### src/common/bpt_map.vh
`ifndef BPT_MAP_VH
`define BPT_MAP_VH

// register addresses (7-bit address field of the serial frame)
`define BPT_ADDR_CONFIG_DONE   7'h00
`define BPT_ADDR_GATE_EN       7'h01
`define BPT_ADDR_GATE_OUT      7'h02
`define BPT_ADDR_LOOP_DIV      7'h09
`define BPT_ADDR_OUT1_PH_EN    7'h0B
`define BPT_ADDR_OUT2_PH_EN    7'h0C
`define BPT_ADDR_OFF_DELAY     7'h0D
`define BPT_ADDR_GATE_PHASE    7'h0F
`define BPT_ADDR_ROUTING       7'h10
`define BPT_ADDR_STATUS        7'h1E

// field positions
`define BPT_DELAY_MSB          7
`define BPT_DELAY_LSB          3
`define BPT_OFF_MSB            2
`define BPT_OFF_LSB            0
`define BPT_PH_EN_MSB          3
`define BPT_ROUTE_MSB          1

// reset values
`define BPT_RST_BYTE           8'h00
`define BPT_RST_NIBBLE         4'h0
`define BPT_RST_ROUTE          2'h0

// serial frame layout
`define BPT_FRAME_BITS         5'h10
`define BPT_HDR_BITS           5'h08

// timing: shortest phase-off time in divided periods
`define BPT_MIN_OFF            3'h1

`endif

### src/hw/bpt_spi_slave.v
`timescale 1ns/1ns
`default_nettype none
`include "bpt_map.vh"

module bpt_spi_slave (
  // clock and reset
  input  wire       clk,
  input  wire       rstn,
  // serial pins
  input  wire       sclk_pin,
  input  wire       csb_n_pin,
  input  wire       sdi_pin,
  output reg        sdo_r,
  // register side
  output reg  [6:0] addr_r,
  output reg  [7:0] wdata_r,
  output reg        wr_stb_r,
  input  wire [7:0] rdata
);

  // ********************************
  // pin synchronisers
  // ********************************
  reg  [1:0] sclk_s_r;
  reg  [1:0] csb_s_r;
  reg  [1:0] sdi_s_r;
  reg        sclk_d_r;
  reg  [4:0] bit_cnt_r;
  reg [15:0] rx_r;
  reg  [7:0] tx_r;
  reg        load_r;
  wire       rise;
  wire       fall;
  wire       sel;

  assign sel  = ~csb_s_r[1];
  assign rise = sclk_s_r[1] & ~sclk_d_r;
  assign fall = ~sclk_s_r[1] & sclk_d_r;

  always @(posedge clk) begin
    if (!rstn) begin
      sclk_s_r <= 2'h0;
      csb_s_r  <= 2'h3;
      sdi_s_r  <= 2'h0;
      sclk_d_r <= 1'b0;
    end else begin
      sclk_s_r <= {sclk_s_r[0], sclk_pin};
      csb_s_r  <= {csb_s_r[0], csb_n_pin};
      sdi_s_r  <= {sdi_s_r[0], sdi_pin};
      sclk_d_r <= sclk_s_r[1];
    end
  end

  // ********************************
  // frame engine
  // ********************************
  // mode 0, msb first: write flag, 7 address bits, 8 data bits
  always @(posedge clk) begin
    if (!rstn) begin
      bit_cnt_r <= 5'h00;
      rx_r      <= 16'h0000;
      tx_r      <= 8'h00;
      load_r    <= 1'b0;
      sdo_r     <= 1'b0;
      addr_r    <= 7'h00;
      wdata_r   <= 8'h00;
      wr_stb_r  <= 1'b0;
    end else begin
      wr_stb_r <= 1'b0;
      load_r   <= 1'b0;
      if (!sel) begin
        // a frame cut short by the select is dropped whole
        bit_cnt_r <= 5'h00;
        sdo_r     <= 1'b0;
      end else begin
        if (rise) begin
          rx_r      <= {rx_r[14:0], sdi_s_r[1]};
          bit_cnt_r <= bit_cnt_r + 5'h01;
          if (bit_cnt_r == `BPT_HDR_BITS - 5'h01) begin
            addr_r <= {rx_r[5:0], sdi_s_r[1]};
            load_r <= 1'b1;
          end
          if (bit_cnt_r == `BPT_FRAME_BITS - 5'h01) begin
            wdata_r  <= {rx_r[6:0], sdi_s_r[1]};
            wr_stb_r <= rx_r[14];
          end
        end
        if (load_r) begin
          tx_r <= rdata;
        end else if (fall && bit_cnt_r >= `BPT_HDR_BITS) begin
          sdo_r <= tx_r[7];
          tx_r  <= {tx_r[6:0], 1'b0};
        end
      end
    end
  end

endmodule
`default_nettype wire

### src/hw/bpt_config_top.v
// What this block does
// - up to four phases on each of two outputs
// - output 1 enable bits 3:0 pick phases
// - output 2 enables share the same layout
// - routing field picks internal phase for gate
// - gate enable bit switches physical phase
// - loop clock is oscillator over divider+1
// - divided clock times off-time and delay
// - inter-phase delay is field plus one periods
// - off-time is field periods, zero gives one
// - phase count and delay set switching period
// - fixed frequency, every phase slot regular
// - config registers locked once done is set
// - clearing done reopens config writes
`timescale 1ns/1ns
`default_nettype none
`include "bpt_map.vh"

module bpt_config_top (
  // clock and reset
  input  wire       CORE_CLK,
  input  wire       RSTN,
  // serial port
  input  wire       SCLK,
  input  wire       CSB_N,
  input  wire       SDI,
  output wire       SDO,
  // converter side
  output reg        PHYSICAL_GATE_ON,
  output reg  [3:0] OUT1_PHASES,
  output reg  [3:0] OUT2_PHASES,
  output reg        OPERATION_MODE
);

  // ********************************
  // register storage
  // ********************************
  reg        config_done_flag_r;
  reg        physical_gate_on_r;
  reg        gate_output_select_r;
  reg  [7:0] loop_divider_value_r;
  reg  [3:0] out1_phase_en_r;
  reg  [3:0] out2_phase_en_r;
  reg  [4:0] inter_phase_delay_r;
  reg  [2:0] phase_off_time_r;
  reg        gate_phase_output_select_r;
  reg  [1:0] internal_phase_route_r;

  wire [6:0] addr;
  wire [7:0] wdata;
  wire       wr_stb;
  wire [7:0] rdata;
  wire [7:0] ph_all;

  bpt_spi_slave u_spi (
    .clk       (CORE_CLK),
    .rstn      (RSTN),
    .sclk_pin  (SCLK),
    .csb_n_pin (CSB_N),
    .sdi_pin   (SDI),
    .sdo_r     (SDO),
    .addr_r    (addr),
    .wdata_r   (wdata),
    .wr_stb_r  (wr_stb),
    .rdata     (rdata)
  );

  // status byte: done, gate, two zero bits, output 1 phases
  function [7:0] rd_mux;
    input [6:0] a;
    begin
      case (a)
        `BPT_ADDR_CONFIG_DONE: rd_mux = {7'h00, config_done_flag_r};
        `BPT_ADDR_GATE_EN:     rd_mux = {7'h00, physical_gate_on_r};
        `BPT_ADDR_GATE_OUT:    rd_mux = {7'h00, gate_output_select_r};
        `BPT_ADDR_LOOP_DIV:    rd_mux = loop_divider_value_r;
        `BPT_ADDR_OUT1_PH_EN:  rd_mux = {4'h0, out1_phase_en_r};
        `BPT_ADDR_OUT2_PH_EN:  rd_mux = {4'h0, out2_phase_en_r};
        `BPT_ADDR_OFF_DELAY:   rd_mux = {inter_phase_delay_r, phase_off_time_r};
        `BPT_ADDR_GATE_PHASE:  rd_mux = {7'h00, gate_phase_output_select_r};
        `BPT_ADDR_ROUTING:     rd_mux = {6'h00, internal_phase_route_r};
        `BPT_ADDR_STATUS:      rd_mux = {config_done_flag_r, PHYSICAL_GATE_ON, 2'h0,
                                         ph_all[3:0]};
        default:               rd_mux = `BPT_RST_BYTE;
      endcase
    end
  endfunction

  assign rdata = rd_mux(addr);

  // ********************************
  // register writes
  // ********************************
  // the done flag stays writable in every mode so software can reopen configuration
  always @(posedge CORE_CLK) begin
    if (!RSTN) begin
      config_done_flag_r         <= 1'b0;
      physical_gate_on_r         <= 1'b0;
      gate_output_select_r       <= 1'b0;
      loop_divider_value_r       <= `BPT_RST_BYTE;
      out1_phase_en_r            <= `BPT_RST_NIBBLE;
      out2_phase_en_r            <= `BPT_RST_NIBBLE;
      inter_phase_delay_r        <= 5'h00;
      phase_off_time_r           <= 3'h0;
      gate_phase_output_select_r <= 1'b0;
      internal_phase_route_r     <= `BPT_RST_ROUTE;
    end else if (wr_stb) begin
      if (addr == `BPT_ADDR_CONFIG_DONE) begin
        config_done_flag_r <= wdata[0];
      end else if (!config_done_flag_r) begin
        case (addr)
          `BPT_ADDR_GATE_EN:    physical_gate_on_r   <= wdata[0];
          `BPT_ADDR_GATE_OUT:   gate_output_select_r <= wdata[0];
          `BPT_ADDR_LOOP_DIV:   loop_divider_value_r <= wdata;
          `BPT_ADDR_OUT1_PH_EN: out1_phase_en_r <= wdata[`BPT_PH_EN_MSB:0];
          `BPT_ADDR_OUT2_PH_EN: out2_phase_en_r <= wdata[`BPT_PH_EN_MSB:0];
          `BPT_ADDR_OFF_DELAY: begin
            inter_phase_delay_r <= wdata[`BPT_DELAY_MSB:`BPT_DELAY_LSB];
            phase_off_time_r    <= wdata[`BPT_OFF_MSB:`BPT_OFF_LSB];
          end
          `BPT_ADDR_GATE_PHASE: gate_phase_output_select_r <= wdata[0];
          `BPT_ADDR_ROUTING:    internal_phase_route_r <= wdata[`BPT_ROUTE_MSB:0];
          default: begin
          end
        endcase
      end
    end
  end

  // ********************************
  // loop clock divider
  // ********************************
  reg  [7:0] div_cnt_r;
  reg        tick_r;
  wire       run;

  assign run = config_done_flag_r;

  always @(posedge CORE_CLK) begin
    if (!RSTN || !run) begin
      div_cnt_r <= 8'h00;
      tick_r    <= 1'b0;
    end else if (div_cnt_r == loop_divider_value_r) begin
      div_cnt_r <= 8'h00;
      tick_r    <= 1'b1;
    end else begin
      div_cnt_r <= div_cnt_r + 8'h01;
      tick_r    <= 1'b0;
    end
  end

  // ********************************
  // phase sequencers
  // ********************************
  // next enabled phase after cur, ascending with wrap; cur itself if alone
  function [1:0] next_phase;
    input [3:0] en;
    input [1:0] cur;
    reg   [1:0] k;
    reg         found;
    integer     j;
    begin
      next_phase = cur;
      found      = 1'b0;
      for (j = 1; j <= 4; j = j + 1) begin
        k = cur + j[1:0];
        if (!found && en[k]) begin
          next_phase = k;
          found      = 1'b1;
        end
      end
    end
  endfunction

  wire [2:0] off_eff;
  assign off_eff = (phase_off_time_r == 3'h0) ? `BPT_MIN_OFF : phase_off_time_r;

  genvar o;
  generate
    for (o = 0; o < 2; o = o + 1) begin : g_out
      wire [3:0] en;
      reg  [4:0] slot_cnt_r;
      reg  [1:0] cur_r;
      reg [11:0] off_cnt_r;
      reg  [3:0] started_r;
      reg  [3:0] ph_r;
      integer    i;

      assign en = (o == 0) ? out1_phase_en_r : out2_phase_en_r;
      assign ph_all[4*o +: 4] = ph_r;

      // each slot lasts the same delay, so the period is phases times delay
      always @(posedge CORE_CLK) begin
        if (!RSTN || !run) begin
          slot_cnt_r <= 5'h00;
          cur_r      <= next_phase(en, 2'h3);
          off_cnt_r  <= 12'h000;
          started_r  <= 4'h0;
          ph_r       <= 4'h0;
        end else begin
          for (i = 0; i < 4; i = i + 1) begin
            ph_r[i] <= en[i] & started_r[i] & (off_cnt_r[3*i +: 3] == 3'h0);
          end
          if (tick_r && (|en)) begin
            for (i = 0; i < 4; i = i + 1) begin
              if (off_cnt_r[3*i +: 3] != 3'h0) begin
                off_cnt_r[3*i +: 3] <= off_cnt_r[3*i +: 3] - 3'h1;
              end
            end
            if (slot_cnt_r == 5'h00) begin
              off_cnt_r[3*cur_r +: 3] <= off_eff;
              started_r[cur_r]        <= 1'b1;
              slot_cnt_r              <= inter_phase_delay_r;
              cur_r                   <= next_phase(en, cur_r);
            end else begin
              slot_cnt_r <= slot_cnt_r - 5'h01;
            end
          end
        end
      end
    end
  endgenerate

  // ********************************
  // outputs
  // ********************************
  // an illegal association setting keeps the gate quiet rather than guess a mapping
  always @(posedge CORE_CLK) begin
    if (!RSTN) begin
      PHYSICAL_GATE_ON <= 1'b0;
      OUT1_PHASES      <= 4'h0;
      OUT2_PHASES      <= 4'h0;
      OPERATION_MODE   <= 1'b0;
    end else begin
      PHYSICAL_GATE_ON <= run & physical_gate_on_r
                          & ~gate_output_select_r
                          & ~gate_phase_output_select_r
                          & ph_all[internal_phase_route_r];
      OUT1_PHASES      <= ph_all[3:0];
      OUT2_PHASES      <= ph_all[7:4];
      OPERATION_MODE   <= run;
    end
  end

endmodule
`default_nettype wire

### config.mk
export PLATFORM = sky130hd
export DESIGN_NAME = bpt_config_top
export DESIGN_NICKNAME = d
export VERILOG_FILES = /design/src/hw/bpt_spi_slave.v /design/src/hw/bpt_config_top.v
export VERILOG_INCLUDE_DIRS = /design/src /design/src/common
export SDC_FILE = /design/constraint.sdc
export NUM_CORES = 1
export LEC_CHECK = 0
export BUFFER_PORTS_ARGS = -buffer_cell sky130_fd_sc_hd__clkbuf_2
export CORE_ASPECT_RATIO = 1.75
export CORE_MARGIN = 2
export CORE_UTILIZATION = 45
export DETAILED_ROUTE_END_ITERATION = 8
export GPL_TIMING_DRIVEN = 0
export PLACE_DENSITY = 0.67
export SLEW_MARGIN = 20
export SYNTH_ARGS = -nofsm -noshare
export SYNTH_HDL_FRONTEND = slang
export SYNTH_SLANG_ARGS = --single-unit
### constraint.sdc
create_clock -name CORE_CLK -period 3.9 [get_ports CORE_CLK]
set_input_delay 0.78 -clock CORE_CLK [delete_from_list [all_inputs] [get_ports CORE_CLK]]
set_output_delay 0.78 -clock CORE_CLK [all_outputs]
set_load 0.005 [all_outputs]
# Yosys cells after proc, flatten, opt, wreduce, memory -nomap -nowiden
# Cells that the tools add are included.
[totals]
reg_bits = 156
output_inout_bits = 11
[classes]
add_sub_neg = 20
n_mul = 2
n_lt_le_gt_ge = 12
eq_ne = 14
n_shift = 4
n_mux = 116
n_bitwise = 35
n_reduce_logical = 83
[ops]
columns = ["op", "n"]
rows = [
  ["one-hot mux 8 bit (10 select lines)", 1],
  ["2-to-1 mux 3 bit", 25],
  ["negator 4 -> 34 bit", 2],
  ["variable shift 3 x 34 -> 12 bit, first input constant", 2],
  ["indexed part select 3 x 34 -> 12 bit", 2],
  ["2-to-1 mux 1 bit", 49],
  ["2-to-1 mux 2 bit", 22],
  ["AND reduction 4 bit", 10],
  ["equality test 7 x 4 -> 1 bit, second input constant", 5],
  ["logical NOT 3 bit", 9],
  ["bitwise mux 12 bit", 2],
  ["less-than comparator 2 x 3 -> 1 bit, second input constant", 8],
  ["2-to-1 mux 12 bit", 2],
  ["nonzero test 3 bit", 8],
  ["subtractor 3 x 1 -> 3 bit, second input constant", 8],
  ["bitwise AND 1 bit", 22],
  ["binary-select mux 1 bit (select 2 bit)", 9],
  ["logical AND 1 bit", 17],
  ["2-to-1 mux 8 bit", 2],
  ["equality test 7 x 5 -> 1 bit, second input constant", 2],
  ["logical NOT 1 bit", 14],
  ["AND reduction 2 bit", 6],
  ["OR reduction 4 bit", 3],
  ["NOT 1 bit", 11],
  ["other kinds (27)", 45],
]

# Depth between registers and ports, before layout
[logic_depth]
depth_word = 25
ltp_mapped = 9
ltp_nobuf = 7

# Modules after synthesis
# A second synthesis with hierarchy kept.
[unflattened]
cells_unflattened = 901
hier_area_um2 = 7920.1
[modules_own_cells]
columns = ["mod", "instances", "cells_per_inst", "area_each_um2"]
rows = [
  ["bpt_config_top", 1, 664, 5831.8],
  ["bpt_spi_slave", 1, 237, 2088.3],
]

# Worst setup path before layout
# Ideal clock, no wire load.
[synth_path]
path_type = "register to register"
start = "reg g_out[0].cur_r[0]"
end = "reg g_out[0].cur_r[1] (data pin)"
arrival_ns = 2.228
t_required_ns = 3.633
slack_ns = 1.406
stages_incl_launch_ff = 10
path_buffers = 2
synth_period_minus_slack_ns = 2.494
cell_sequence = "edfxtp_1 -> clkbuf_1 -> inv_1 -> ha_1 -> buf_1 -> mux2i_1 -> mux2_2 -> a21o_1 -> a2bb2oi_1 -> o21ai_0"
[synth_via]
elab_chain_cells = 20
elab_cells_between_ends = 28
cone_classes = "add/sub: 3; mux: 21; reduce/logical: 4"
[synth_lines]
columns = ["item", "line", "rtl"]
rows = [
  ["from (decl)", "bpt_config_top.v:183", "reg [1:0] cur_r;"],
  ["from (signal assigned)", "bpt_config_top.v:196", "cur_r <= next_phase(en, 2'h3);"],
  ["from (signal assigned)", "bpt_config_top.v:214", "cur_r <= next_phase(en, cur_r);"],
  ["adder 2 x 1 -> 2 bit", "bpt_config_top.v:166", "k = cur + j[1:0];"],
  ["binary-select mux 1 bit (select 2 bit)", "bpt_config_top.v:167", "if (!found && en[k]) begin"],
  ["2-to-1 mux 1 bit (not written as such)", "bpt_config_top.v:167", ""],
  ["2-to-1 mux 1 bit", "bpt_config_top.v:167", ""],
  ["2-to-1 mux 1 bit", "bpt_config_top.v:210", "if (slot_cnt_r == 5'h00) begin"],
  ["2-to-1 mux 1 bit", "bpt_config_top.v:204", "if (tick_r && (|en)) begin"],
  ["2-to-1 mux 1 bit", "bpt_config_top.v:194", "if (!RSTN || !run) begin"],
  ["logical NOT 1 bit", "bpt_config_top.v:167", ""],
  ["(+3 left out)", "--", ""],
  ["2-to-1 mux 1 bit", "bpt_config_top.v:204", ""],
  ["2-to-1 mux 1 bit", "bpt_config_top.v:194", ""],
  ["logical NOT 1 bit", "bpt_config_top.v:167", ""],
  ["logical AND 1 bit", "bpt_config_top.v:167", ""],
  ["2-to-1 mux 2 bit (*) (2 in a row)", "bpt_config_top.v:167", ""],
  ["2-to-1 mux 2 bit (*)", "bpt_config_top.v:210", ""],
  ["2-to-1 mux 2 bit (*)", "bpt_config_top.v:204", ""],
  ["2-to-1 mux 2 bit (*)", "bpt_config_top.v:194", ""],
]
# Every way passes the cells marked *; elsewhere a longest branch is shown, timed or not. The select of a mux whose other input is x is not followed.
# A chain may end at the register's enable or synchronous reset.

# Worst setup path in the final report
# Same ends and word-level chain as after synthesis.

==> results.json <==
{
  "status": "finished clean",
  "hold_viol": 0,
  "place_congestion": 0.923,
  "leakage_nw": 3.44,
  "tightest_slew_ns": 1.07,
  "n_fill_cell": 1657,
  "ys.flop_type": "dfxtp_1",
  "worstPathMaxFanout": 10,
  "endpoint_kind": "register",
  "post_dp_cell_area_um2": 8040,
  "die_h_um": 177,
  "fin_tns_setup_ns": 0,
  "core-area_um2": 16900,
  "n_antenna_cell": 0,
  "cts_buffers": 17,
  "grt_pass1_wl_um": 32000,
  "num_rows": 63,
  "grt_pass1_vias": 6215,
  "drc": 0,
  "syn-cell-area_um2": 7680,
  "cap_violations": 0,
  "fin_nets": 978,
  "crit_required_ns": 4.05,
  "drt-pass1-iter-count": 5,
  "setup_viol": 0,
  "final.min_clock_period_ns": 2.96,
  "crit_type": "register to register",
  "syn_area_per_cell_um2": 8.60,
  "met3_length_um": 573,
  "drive_above_1_share": 0.0862,
  "relSlewSlack": 0.280,
  "synthArstFlopShare": 0,
  "cts_hold_buf": 0,
  "synth_edf_count": 4,
  "cts.reportedPaths.clkPinSlew_ns": 0.07,
  "multi_input_area_um2": 4100,
  "critPathLaunch": "g_out[0].cur_r[0]",
  "synth_fp_nets": 944,
  "num_vias": 6430,
  "viasPerCell": 5.51,
  "reg2regPathDepth": 9,
  "start_kind": "register",
  "synthMostInstantiatedCell": "dfxtp_1",
  "critical_path_arrival_ns": 3.11,
  "yosysTopAreaCellShare": 0.396,
  "cts-root-buf": "clkbuf_16",
  "register_area_um2": 3160,
  "synth_common_cells": "dfxtp_1 (152), nand2_1 (103), nor2_1 (93), a21oi_1 (84), inv_1 (58)",
  "yosysTopAreaCell": "dfxtp_1",
  "antenna_found_initial": 0,
  "yosysSeqAreaShare": 0.412,
  "timing.critical_path.to": "g_out[0].cur_r[1]",
  "wl_um": 19400,
  "clock_sinks": 156,
  "rsz0062_at_grt": "no",
  "ctsResizeCount": 0,
  "track_usage": 0.228,
  "cts_setup_buffers": 0,
  "r2r-start": "g_out[0].cur_r[0]",
  "ys_seq_elements": 156,
  "finClkSkew_ns": 0.00903,
  "p_per_area_nw_per_um2": 382,
  "grt_overflow": 0,
  "min_period_over_period": 0.758,
  "clk_latency_ns": 0.42,
  "io_pins": 16,
  "r2r_end": "g_out[0].cur_r[1]",
  "wire_per_inst_um": 16.6,
  "ys_types": 58,
  "hold_path_class": "register to register",
  "ant_nets": 0,
  "syn_inst": 893,
  "cts-htree-levels": 4,
  "ys_warn_count": 0,
  "ir_worst_vdd_uv": 281,
  "met1Wirelength_um": 7470,
  "fin_hold_ws_ns": 0.418,
  "yosys-top-cells-area": "dfxtp_1 (40%), ha_1 (7.5%), mux2i_1 (5.9%)",
  "fp.dieW_um": 103,
  "die_area_um2": 18200,
  "clock_path_buffers": 2,
  "drv_slew": 0,
  "drt_iter0_drc": 313,
  "io_buffers": 15,
  "finish.instance_area_um2": 8630,
  "grt_max_degree": 17,
  "tritoncts": "done",
  "syn2layout_area_growth_pct": 12.3,
  "clock.fmax_mhz": 338,
  "routed.top_layer": "met4",
  "dp_hpwl_um": 14100,
  "wl_met2_um": 10400,
  "ff2ff_setup_slack_ns": 0.94,
  "initial_utilization": 0.455
}
==> stage by stage <==
step	instances	power, mW	util	setup slack [ns]
2_1_floorplan	893	1.66	-	1.41
3_3_place_gp	1135	1.67	0.477	1.01
3_5_place_dp	1135	1.67	0.477	0.991
4_1_cts	1167	3.33	0.512	0.995
5_1_grt	1167	3.40	0.512	0.709
6_report	1167	3.29	0.512	0.943
==> sequential cells by signal, summed over array words and instances (netlist names), 2 cells and up <==
signal / cells
u_spi.addr_r: 7
u_spi.rx_r: 15
loop_divider_value_r: 8
g_out.off_cnt_r: 24
inter_phase_delay_r: 5
g_out.started_r: 8
div_cnt_r: 8
u_spi.bit_cnt_r: 5
OUT2_PHASES: 4
u_spi.sdi_s_r: 2
phase_off_time_r: 3
u_spi.tx_r: 8
g_out.cur_r: 4
g_out.slot_cnt_r: 10
internal_phase_route_r: 2
u_spi.wdata_r: 8
u_spi.sclk_s_r: 2
g_out.ph_r: 8
u_spi.csb_s_r: 2
OUT1_PHASES: 4
g_out.en: 8
==> power breakdown <==
group	switching (mW)	internal, mW	leakage, nW	total (mW)
Combinational	0.0206	0.00665	1.89	0.0273
Clock	0.738	0.925	0.294	1.66
Sequential	0.00187	1.60	1.26	1.60
Total	0.761	2.53	3.44	3.29
==> critical path, cell delays in order (launching register included) <==
cell	delay (ns)
edfxtp_1	0.49
clkbuf_1	0.40
inv_1	0.20
ha_1	0.38
buf_1	0.37
mux2i_1	0.14
mux2_2	0.30
a21o_1	0.18
a2bb2oi_1	0.14
o21ai_0	0.09
==> worst min-delay path by stage <==
stage          cells after the start                to  slack (ns)             start
2_1_floorplan                      1  u_spi.csb_s_r[1]        0.39  u_spi.csb_s_r[0]
3_3_place_gp                       1  u_spi.csb_s_r[1]        0.40  u_spi.csb_s_r[0]
3_5_place_dp                       1  u_spi.csb_s_r[1]        0.40  u_spi.csb_s_r[0]
4_1_cts                            1  u_spi.csb_s_r[1]        0.42  u_spi.csb_s_r[0]
5_1_grt                            1  u_spi.sdi_s_r[1]        0.45  u_spi.sdi_s_r[0]
6_report                           1  u_spi.csb_s_r[1]        0.42  u_spi.csb_s_r[0]
==> routing by layer <==
metal | track usage | vias to the layer above
met5 | 0 | -
met4 | 0.122 | 0
met3 | 0.0316 | 54
met2 | 0.414 | 147
met1 | 0.249 | 3062
li1 | - | 3167
==> kinds of logic (layout without fill, tap and decap cells) <==
family,Yosys count,in the layout,synth area share
simple gates,325,325,0.200
mux,54,54,0.0806
compound gates,185,185,0.158
buf+inv,110,157,0.0547
xor+xnor,17,17,0.0194
fa+ha+maj,46,46,0.0749
flops,156,156,0.412
==> cells in the final DEF, fill, tap and decap left out, types with 5 or more instances in the layout <==
cell and instances:
nor2_1 93, nor3_1 17, nand2_1 103, clkbuf_16 17
and3_1 8, nand3_1 29, ha_1 46, nor3b_1 8
a21oi_1 84, mux2i_1 45, nand4_1 13, inv_1 58
o21ai_0 22, dfxtp_1 152, and2_1 18, buf_2 6
nor2b_1 14, a31oi_1 15, clkbuf_2 15, xor2_1 15
clkbuf_1 43, a22oi_1 7, o221a_2 11, mux4_2 6
inv_6 5, a311oi_1 13
==> final cells by class <==
cell class / instances / share of cell area
clock buffers: 18 / 0.0509
multi-input cells: 627 / 0.475
inverters: 59 / 0.0257
repair buffers: 15 / 0.00870
clock inverters: 14 / 0.0174
well taps: 227 / 0.0329
plain buffers: 51 / 0.0231
flip-flops and latches: 156 / 0.366
No activity file was read; power rests on OpenSTA's default activity.
